`config.mk`:
```
export PLATFORM = sky130hd
export DESIGN_NAME = mv_output_select_limit
export DESIGN_NICKNAME = d
export VERILOG_FILES = /design/src/rtl/mv_select_pkg.sv /design/src/rtl/mv_drive.sv /design/src/rtl/mv_output_select_limit.sv
export SDC_FILE = /design/constraint.sdc
export NUM_CORES = 1
export LEC_CHECK = 0
export ABC_AREA = 1
export BUFFER_PORTS_ARGS = -buffer_cell sky130_fd_sc_hd__clkbuf_2
export CAP_MARGIN = 20
export CORE_ASPECT_RATIO = 2
export CORE_UTILIZATION = 53
export CTS_BUF_LIST = sky130_fd_sc_hd__clkbuf_16
export DETAILED_ROUTE_END_ITERATION = 10
export GPL_ROUTABILITY_DRIVEN = 0
export HOLD_SLACK_MARGIN = 0.05
export PLACE_DENSITY = 0.78
export SYNTH_ARGS = -nofsm -noshare
export SYNTH_HDL_FRONTEND = slang
export SYNTH_SLANG_ARGS = --single-unit
```
`constraint.sdc`:
```
create_clock -name pclk -period 4 [get_ports pclk]
set_input_delay 0.4 -clock pclk [delete_from_list [all_inputs] [get_ports pclk]]
set_output_delay 0.4 -clock pclk [all_outputs]
set_load 0.1 [all_outputs]
```
`src/rtl/mv_select_pkg.sv`:
```
// Constants, types and register map of the MV output select and limit block.
// Notes on behaviour
// RULE1 - Calculated MV is clamped between upper and lower limit before output.
// RULE2 - Manual, reset and PV-error MVs skip the limit clamp.
// RULE3 - With manual limit enabled, manual MV is clamped to the limits.
// RULE4 - Heating/cooling uses one shared limit pair on the signed MV.
// RULE5 - Reset and PV-error MVs act only when their addition setting is on.
// RULE6 - Heating/cooling fixed MV: positive drives heating, negative drives cooling magnitude.
// RULE7 - Non-position reset and error MVs default to 0.0, no output.
// RULE8 - Floating or direct-off: open drives output 1, close output 2, hold none.
// RULE9 - Position fixed reset and error selections default to hold.
// RULE10 - Close control with direct position on: fixed MV is a valve opening.
// RULE11 - Fixed MVs accept -5.0..105.0, or -105.0..105.0 for heating/cooling.
// RULE12 - Priority: manual, then reset, then PV-error, then calculated MV.
// RULE13 - Pot error, direct on: MV at least 100 opens, below 0 closes.
// RULE14 - PV-error MV on input, remote SP or (close control) pot error.
// RULE15 - Source and clamp evaluated once per control period; result registered.
package mv_select_pkg;

  // MV values are signed tenths of a percent
  localparam int MV_W = 16;
  localparam logic signed [15:0] MV_ZERO = 16'sh0000;
  localparam logic signed [15:0] MV_HUNDRED = 16'sh03E8;
  localparam logic signed [15:0] MV_STD_MIN = -16'sh0032;
  localparam logic signed [15:0] MV_HC_MIN = -16'sh041A;
  localparam logic signed [15:0] MV_MAX = 16'sh041A;

  // Reset values of the settings
  localparam logic signed [15:0] UPPER_RESET = 16'sh041A;
  localparam logic signed [15:0] LOWER_RESET = -16'sh0032;
  localparam logic signed [15:0] FIXED_RESET = 16'sh0000;

  // Byte offsets of the registers
  localparam logic [7:0] OFS_UPPER = 8'h00;
  localparam logic [7:0] OFS_LOWER = 8'h04;
  localparam logic [7:0] OFS_RESET_MV = 8'h08;
  localparam logic [7:0] OFS_FAULT_MV = 8'h0C;
  localparam logic [7:0] OFS_MANUAL_MV = 8'h10;
  localparam logic [7:0] OFS_CONFIG = 8'h14;
  localparam logic [7:0] OFS_STATUS = 8'h18;
  localparam logic [7:0] OFS_MV_OUT = 8'h1C;

  // Config register field positions
  localparam int CFG_HEAT_COOL = 0;
  localparam int CFG_POSITION = 1;
  localparam int CFG_CLOSE_CTRL = 2;
  localparam int CFG_DIRECT_POS = 3;
  localparam int CFG_RESET_ERR_ADD = 4;
  localparam int CFG_MANUAL_LIMIT = 5;
  localparam int CFG_W = 6;

  // Status register field positions
  localparam int STS_SRC_LSB = 0;
  localparam int STS_OPEN = 4;
  localparam int STS_CLOSE = 5;

  typedef struct packed {
    logic manual_limit_en;
    logic reset_err_add;
    logic direct_pos;
    logic close_control;
    logic position_prop;
    logic heat_cool;
  } cfg_t;

  typedef struct packed {
    logic pot_error;
    logic rsp_error;
    logic input_error;
    logic reset_state;
    logic manual_mode;
  } flags_t;

  typedef enum logic [2:0] {
    src_calc = 3'b000,
    src_manual = 3'b001,
    src_reset = 3'b010,
    src_fault = 3'b011,
    src_stop = 3'b100
  } src_t;

  typedef enum logic [1:0] {
    pos_hold = 2'b00,
    pos_open = 2'b01,
    valve_close_selection = 2'b10
  } pos_cmd_t;

endpackage

```
`src/rtl/mv_drive.sv`:
```
// Output stage: turns the selected MV into heating, cooling and valve drives.
`timescale 1ns/1ps
module mv_drive #(
  parameter logic signed [15:0] DEADBAND = 16'sh000A
) (
  // Clock and reset
  input wire logic pclk,
  input wire logic presetn,
  // Selected MV
  input wire logic load,
  input wire logic signed [15:0] mv,
  input wire mv_select_pkg::src_t src,
  input wire mv_select_pkg::cfg_t cfg,
  input wire logic pot_error,
  input wire logic signed [15:0] valve_position,
  // Drives
  output logic [15:0] heat_mv,
  output logic [15:0] cool_mv,
  output logic valve_open,
  output logic valve_close
);

  logic fixed_sel;
  logic code_mode;
  logic signed [16:0] hi_band;
  logic signed [16:0] lo_band;
  logic next_open;
  logic next_close;

  assign fixed_sel = (src == mv_select_pkg::src_reset) || (src == mv_select_pkg::src_fault);
  assign code_mode = !cfg.close_control || !cfg.direct_pos;
  assign hi_band = 17'(valve_position) + 17'(DEADBAND);
  assign lo_band = 17'(valve_position) - 17'(DEADBAND);

  always_comb begin
    next_open = 1'b0;
    next_close = 1'b0;
    if (!cfg.position_prop || src == mv_select_pkg::src_stop) begin
      next_open = 1'b0;
      next_close = 1'b0;
    end else if (fixed_sel && code_mode) begin
      next_open = (mv[1:0] == mv_select_pkg::pos_open); // RULE8 RULE9
      next_close = (mv[1:0] == mv_select_pkg::valve_close_selection); // RULE8
    end else if (pot_error && cfg.direct_pos) begin
      next_open = (mv >= mv_select_pkg::MV_HUNDRED); // RULE13
      next_close = (mv < mv_select_pkg::MV_ZERO); // RULE13
    end else if (cfg.close_control) begin
      next_open = 17'(mv) > hi_band; // RULE10
      next_close = 17'(mv) < lo_band; // RULE10
    end else begin
      next_open = mv > mv_select_pkg::MV_ZERO;
      next_close = mv < mv_select_pkg::MV_ZERO;
    end
  end

  always_ff @(posedge pclk or negedge presetn) begin
    if (!presetn) begin
      heat_mv <= 16'h0000;
      cool_mv <= 16'h0000;
    end else if (load) begin
      if (cfg.position_prop || src == mv_select_pkg::src_stop) begin
        heat_mv <= 16'h0000;
        cool_mv <= 16'h0000;
      end else begin
        heat_mv <= (mv > mv_select_pkg::MV_ZERO) ? mv : 16'h0000; // RULE6 RULE7
        cool_mv <= (cfg.heat_cool && mv < mv_select_pkg::MV_ZERO) ? 16'(-mv) : 16'h0000; // RULE6
      end
    end
  end

  always_ff @(posedge pclk or negedge presetn) begin
    if (!presetn) begin
      valve_open <= 1'b0;
      valve_close <= 1'b0;
    end else if (load) begin
      valve_open <= next_open;
      valve_close <= next_close;
    end
  end

endmodule

```
`src/rtl/mv_output_select_limit.sv`:
```
// MV source selection and limiting with APB settings, top of the block.
//
// The APB slave port and the placing of the registers were decided locally.
`timescale 1ns/1ps
module mv_output_select_limit #(
  parameter logic signed [15:0] DEADBAND = 16'sh000A
) (
  // Clock and reset
  input wire logic pclk,
  input wire logic presetn,
  // APB slave
  input wire logic psel,
  input wire logic penable,
  input wire logic pwrite,
  input wire logic [7:0] paddr,
  input wire logic [31:0] pwdata,
  output logic [31:0] prdata,
  output logic pready,
  output logic pslverr,
  // Control calculation side
  input wire logic ctrl_period,
  input wire logic signed [15:0] calc_mv,
  input wire mv_select_pkg::flags_t flags,
  input wire logic signed [15:0] valve_position,
  // Actuator side
  output logic signed [15:0] mv_out,
  output mv_select_pkg::src_t mv_source,
  output logic [15:0] heat_mv,
  output logic [15:0] cool_mv,
  output logic valve_open,
  output logic valve_close
);

  // Settings
  logic signed [15:0] mv_upper_limit;
  logic signed [15:0] mv_lower_limit;
  logic signed [15:0] fixed_mv_in_reset;
  logic signed [15:0] fixed_mv_on_pv_fault;
  logic signed [15:0] manual_mv;
  mv_select_pkg::cfg_t cfg;

  logic access;
  logic wr_en;
  logic mapped;
  logic [31:0] rd_word;
  logic signed [15:0] wr_mv;
  logic signed [15:0] fixed_min;
  logic pv_fault;
  logic signed [15:0] next_mv;
  mv_select_pkg::src_t next_src;

  function automatic logic signed [15:0] clamp(
    input logic signed [15:0] v,
    input logic signed [15:0] lo,
    input logic signed [15:0] hi
  );
    logic signed [15:0] r;
    r = v;
    if (v > hi) begin
      r = hi;
    end
    if (v < lo) begin
      r = lo;
    end
    return r;
  endfunction

  function automatic logic [31:0] sext(input logic signed [15:0] v);
    return {{16{v[15]}}, v};
  endfunction

  assign access = psel && penable;
  assign wr_en = access && pready && pwrite && mapped;
  assign wr_mv = pwdata[15:0];
  assign fixed_min = cfg.heat_cool ? mv_select_pkg::MV_HC_MIN : mv_select_pkg::MV_STD_MIN;

  // Address decode and read mux
  always_comb begin
    mapped = 1'b1;
    rd_word = 32'h0000_0000;
    case (paddr)
      mv_select_pkg::OFS_UPPER: begin
        rd_word = sext(mv_upper_limit);
      end
      mv_select_pkg::OFS_LOWER: begin
        rd_word = sext(mv_lower_limit);
      end
      mv_select_pkg::OFS_RESET_MV: begin
        rd_word = sext(fixed_mv_in_reset);
      end
      mv_select_pkg::OFS_FAULT_MV: begin
        rd_word = sext(fixed_mv_on_pv_fault);
      end
      mv_select_pkg::OFS_MANUAL_MV: begin
        rd_word = sext(manual_mv);
      end
      mv_select_pkg::OFS_CONFIG: begin
        rd_word = {26'h0, cfg};
      end
      mv_select_pkg::OFS_STATUS: begin
        rd_word = {26'h0, valve_close, valve_open, 1'b0, mv_source};
      end
      mv_select_pkg::OFS_MV_OUT: begin
        rd_word = sext(mv_out);
      end
      default: begin
        mapped = 1'b0;
      end
    endcase
  end

  // One wait state: pready rises on the second access cycle
  always_ff @(posedge pclk or negedge presetn) begin
    if (!presetn) begin
      pready <= 1'b0;
      prdata <= 32'h0000_0000;
      pslverr <= 1'b0;
    end else if (access && !pready) begin
      pready <= 1'b1;
      prdata <= pwrite ? 32'h0000_0000 : rd_word;
      pslverr <= !mapped;
    end else begin
      pready <= 1'b0;
      prdata <= 32'h0000_0000;
      pslverr <= 1'b0;
    end
  end

  // Limit pair, shared by heating and cooling
  always_ff @(posedge pclk or negedge presetn) begin
    if (!presetn) begin
      mv_upper_limit <= mv_select_pkg::UPPER_RESET;
      mv_lower_limit <= mv_select_pkg::LOWER_RESET;
    end else if (wr_en) begin
      if (paddr == mv_select_pkg::OFS_UPPER) begin
        mv_upper_limit <= wr_mv; // RULE4
      end
      if (paddr == mv_select_pkg::OFS_LOWER) begin
        mv_lower_limit <= wr_mv; // RULE4
      end
    end
  end

  // Fixed MVs saturate to the range of the current control mode
  always_ff @(posedge pclk or negedge presetn) begin
    if (!presetn) begin
      fixed_mv_in_reset <= mv_select_pkg::FIXED_RESET; // RULE7 RULE9
      fixed_mv_on_pv_fault <= mv_select_pkg::FIXED_RESET; // RULE7 RULE9
    end else if (wr_en) begin
      if (paddr == mv_select_pkg::OFS_RESET_MV) begin
        fixed_mv_in_reset <= clamp(wr_mv, fixed_min, mv_select_pkg::MV_MAX); // RULE11
      end
      if (paddr == mv_select_pkg::OFS_FAULT_MV) begin
        fixed_mv_on_pv_fault <= clamp(wr_mv, fixed_min, mv_select_pkg::MV_MAX); // RULE11
      end
    end
  end

  always_ff @(posedge pclk or negedge presetn) begin
    if (!presetn) begin
      manual_mv <= mv_select_pkg::MV_ZERO;
    end else if (wr_en && paddr == mv_select_pkg::OFS_MANUAL_MV) begin
      manual_mv <= wr_mv;
    end
  end

  always_ff @(posedge pclk or negedge presetn) begin
    if (!presetn) begin
      cfg <= '0;
    end else if (wr_en && paddr == mv_select_pkg::OFS_CONFIG) begin
      cfg <= pwdata[mv_select_pkg::CFG_W-1:0];
    end
  end

  // Pot error counts only in close control
  assign pv_fault = flags.input_error || flags.rsp_error
                    || (flags.pot_error && cfg.close_control); // RULE14

  // Source priority
  always_comb begin
    next_src = mv_select_pkg::src_calc;
    next_mv = clamp(calc_mv, mv_lower_limit, mv_upper_limit); // RULE1 RULE4
    if (flags.manual_mode) begin // RULE12
      next_src = mv_select_pkg::src_manual;
      if (cfg.manual_limit_en) begin
        next_mv = clamp(manual_mv, mv_lower_limit, mv_upper_limit); // RULE3
      end else begin
        next_mv = manual_mv; // RULE2
      end
    end else if (flags.reset_state) begin // RULE12
      if (cfg.reset_err_add) begin // RULE5
        next_src = mv_select_pkg::src_reset;
        next_mv = fixed_mv_in_reset; // RULE2
      end else begin
        next_src = mv_select_pkg::src_stop;
        next_mv = mv_select_pkg::MV_ZERO;
      end
    end else if (pv_fault && cfg.reset_err_add) begin // RULE5 RULE12 RULE14
      next_src = mv_select_pkg::src_fault;
      next_mv = fixed_mv_on_pv_fault; // RULE2
    end
  end

  // Result registered once per control period
  always_ff @(posedge pclk or negedge presetn) begin
    if (!presetn) begin
      mv_out <= mv_select_pkg::MV_ZERO;
      mv_source <= mv_select_pkg::src_stop;
    end else if (ctrl_period) begin
      mv_out <= next_mv; // RULE15
      mv_source <= next_src; // RULE15
    end
  end

  mv_drive #(
    .DEADBAND(DEADBAND)
  ) u_drive (
    .pclk(pclk),
    .presetn(presetn),
    .load(ctrl_period), // RULE15
    .mv(next_mv),
    .src(next_src),
    .cfg(cfg),
    .pot_error(flags.pot_error),
    .valve_position(valve_position),
    .heat_mv(heat_mv),
    .cool_mv(cool_mv),
    .valve_open(valve_open),
    .valve_close(valve_close)
  );

endmodule

```
==> reports/metrics.cfg <==
[run_status]
run_status=finished, violations left
failed_checks=setup timing

[global_routing]
grt_first_pass_wirelength_um=62200
grt_pass1_vias=12500
total_routing_usage_reported_by_global_routing=0.360
grt_antenna_before_repair=0
global_route.overflow_total=0
grt_max_degree=102

[drt]
drtIter0Drc=1150
number_of_vias_per_cell=5.88
drc_errors=0
ant_nets=0
firstDrtPassIters=8
route.final.wire_length_um=40000
routed-via-count=12700
wl_per_cell_um=18.6

[worst_setup_path]
ff_to_ff_setup_slack_ns=-0.32
worst-endpoint-arrival_ns=4.65
critPathMostFrequentCell=sky130_fd_sc_hd__nand2_1
timing.rr.end=u_drive.valve_close
slowest_delay_ns=0.55
ff2ff_path_depth=30
critPathRequiredTime_ns=4.33
critical_path.max_fanout=11
crit_path_start_kind=flop
crit_slowest_cell=sky130_fd_sc_hd__dfstp_2
worst_r2r_startpoint=mv_lower_limit[9]
endpoint_type_of_the_worst_setup_path=flop
crit_type=flop to flop

[cells_and_area]
post_route_cells_drive_above_1_share=0.260
nets=2059
layout_area_growth_over_synthesis_pct=26.3
insertedDiodeCount=0

[yosys]
syn-num-nets=1815
synth_warnings=0
synth.distinct_cells=54
post_synth_instance_area_um2=11600
synth-seq-area-share=0.340
postSynthCellCount=1630
syn_area_per_cell_um2=7.14
synth-seq-cells=157
synthFlopType=sky130_fd_sc_hd__dfrtp_1
synth_edf_count=0
asyncSetResetFlopFracSynth=1.00

[floorplan]
boundaryPins=170
fp.coreArea_um2=21500
chipWidth_um=107
initial_utilization=0.541
dieArea_um2=22600
die_h_um=212
row_count=76

[clock_tree]
tritoncts.num_buffers=17
cts.clk_slew.worst_paths_ns=0.06
clock-root-buffer=sky130_fd_sc_hd__clkbuf_16
cts_buffer_depth=2
tritoncts_clock_tree=yes
clock_tree.htree_level_count=4
cts_sinks=157
cts-hold-fix-buffers=0
clock_latency_on_the_worst_skew_pair_ns=0.45

[sta]
slew_viol_final=0
hold_viol=0
timing.final.ws_setup_ns=-0.320
period_needed_ns=4.32
grt_setup_unrepaired=yes
worst_clock_skew_ns=0.00971
clock.fmax_ghz=0.231
tightestPinTransition_ns=1.05
fin_setup_tns_ns=-0.388
timing.final.setup_violations=2
finalCritPeriodShare=1.08
max_slew_margin=0.301

[place]
hpwl_um=29700
placement.io_buffers=153
worst_slack_at_placement_ns=-0.245

[pwr]
static-leakage-power_nw=7.86
peakVddDrop_v=0.000306
power-per-cell-area_nw_per_um2=281
power_consumption_mw=4.13

[worst_hold_path]
hold_path_class=primary input to asynchronous set/reset pin

[flow_run]
max_cap_viol_count=0

## routing by layer
| layer | vias up | wire (um) | GRT usage |
|---|---|---|---|
| met3 | 282 | 2630 | 0.0576 |
| met2 | 726 | 20400 | 0.632 |
| li1 | 5841 | - | - |
| met4 | 0 | 3820 | 0.312 |
| met5 | - | 0 | 0 |
| met1 | 5832 | 13200 | 0.362 |
## cells in the final DEF (no fill, tap or decap), types with 22 or more instances in the layout
cell | netlist | layout
sky130_fd_sc_hd__a21oi_1 | 76 | 66
sky130_fd_sc_hd__buf_4 | 18 | 131
sky130_fd_sc_hd__clkbuf_2 | 0 | 152
sky130_fd_sc_hd__dfrtp_1 | 139 | 139
sky130_fd_sc_hd__ha_1 | 102 | 75
sky130_fd_sc_hd__ha_4 | 0 | 26
sky130_fd_sc_hd__inv_1 | 205 | 182
sky130_fd_sc_hd__inv_2 | 4 | 25
sky130_fd_sc_hd__nand2_1 | 500 | 478
sky130_fd_sc_hd__nand2_2 | 15 | 33
sky130_fd_sc_hd__nand3_1 | 99 | 94
sky130_fd_sc_hd__nand4_1 | 29 | 29
sky130_fd_sc_hd__nor2_1 | 66 | 57
sky130_fd_sc_hd__o21ai_0 | 137 | 128
sky130_fd_sc_hd__xor2_1 | 22 | 22
## critical path, delay by kind of cell, from the launching register on
kind	cells	cell delay, ns
buf+inv	6	0.75
simple gates	12	1.03
fa+ha+maj	2	0.53
compound gates	10	1.30
flops	1	0.55
## report_power, final
part | switching (mW) | total (mW) | leakage (nW) | internal (mW)
Sequential | 0.0298 | 1.65 | 1.90 | 1.62
Clock | 0.638 | 1.59 | 0.278 | 0.953
Combinational | 0.643 | 0.887 | 5.68 | 0.244
Total | 1.31 | 4.13 | 7.86 | 2.82
## kinds of logic after synthesis
kind of cell | after synthesis | share of synthesized area
buffers and inverters | 286 | 0.103
XOR/XNOR | 25 | 0.0188
flip-flops | 157 | 0.340
adder cells (fa/ha/maj) | 102 | 0.110
AO/OA/AOI/OAI | 300 | 0.148
multiplexers | 7 | 0.00678
AND/OR/NAND/NOR | 753 | 0.274
## cells in the mapped netlist (9+ instances only)
cell type	count	area (um2)
sky130_fd_sc_hd__nor2_1	66	248
sky130_fd_sc_hd__o22ai_1	16	100
sky130_fd_sc_hd__buf_4	18	135
sky130_fd_sc_hd__dfrtp_1	139	3480
sky130_fd_sc_hd__clkbuf_1	38	143
sky130_fd_sc_hd__ha_1	102	1280
sky130_fd_sc_hd__a21oi_1	76	380
sky130_fd_sc_hd__nand4_1	29	181
sky130_fd_sc_hd__nand3_1	99	495
sky130_fd_sc_hd__dfstp_2	18	473
sky130_fd_sc_hd__nor3_1	22	110
sky130_fd_sc_hd__nand2_1	500	1880
sky130_fd_sc_hd__a221oi_1	13	114
sky130_fd_sc_hd__a31oi_1	9	56.3
sky130_fd_sc_hd__o21ai_0	137	686
sky130_fd_sc_hd__xor2_1	22	193
sky130_fd_sc_hd__inv_1	205	769
sky130_fd_sc_hd__nand2_2	15	93.8
## worst max path at each step
stage	startpoint	to	slack (ns)	cells past startpoint
2_1_floorplan	mv_lower_limit[15]	u_drive.valve_open	0.19	36
3_3_place_gp	mv_lower_limit[1]	u_drive.valve_open	-0.17	38
3_5_place_dp	mv_upper_limit[10]	u_drive.valve_close	-0.24	32
4_1_cts	mv_upper_limit[3]	u_drive.valve_close	-0.10	35
5_1_grt	mv_lower_limit[13]	u_drive.valve_close	-0.55	30
6_report	mv_lower_limit[9]	u_drive.valve_close	-0.32	30
## what timing repair did
item | 4_1_cts | 5_1_grt
pin swaps | 17 | 53
cloned | 1 | 0
endpoints found under the setup margin | 2 | 18
setup buffers | 5 | 11
gates resized for setup | 52 | 89
## state kept, by name, indices dropped and copies added (netlist names)
register and cells:
u_drive.cool_mv 16, u_drive.valve_open 1, mv_out 16, fixed_mv_on_pv_fault 16, pready 1, mv_source 3, mv_upper_limit 16, mv_lower_limit 16
manual_mv 16, u_drive.valve_close 1, cfg 6, prdata 16, u_drive.heat_mv 16, pslverr 1, fixed_mv_in_reset 16
## per-stage QoR
| stage | instances | utilization | hold slack [ns] | area (um2) |
|---|---|---|---|---|
| finish | 2158 | 0.684 | 0.0318 | 14700 |
| global route | 2158 | 0.684 | 0.135 | 14700 |
| CTS | 2148 | 0.661 | 0.0930 | 14200 |
| detailed placement | 2112 | 0.621 | 0.465 | 13300 |
| global placement | 2112 | 0.621 | 0.465 | 13300 |
| floorplan | 1630 | - | 0.104 | 11600 |
## cell type report
cell class / count / area (um2)
multi-input cells: 1188 / 7080
clock buffers: 17 / 425
inverters: 214 / 821
flip-flops and latches: 157 / 3950
well taps: 273 / 342
clock inverters: 13 / 134
fillers: 1771 / 6790
repair buffers: 296 / 1940
Power figures use the tool's default switching activity.
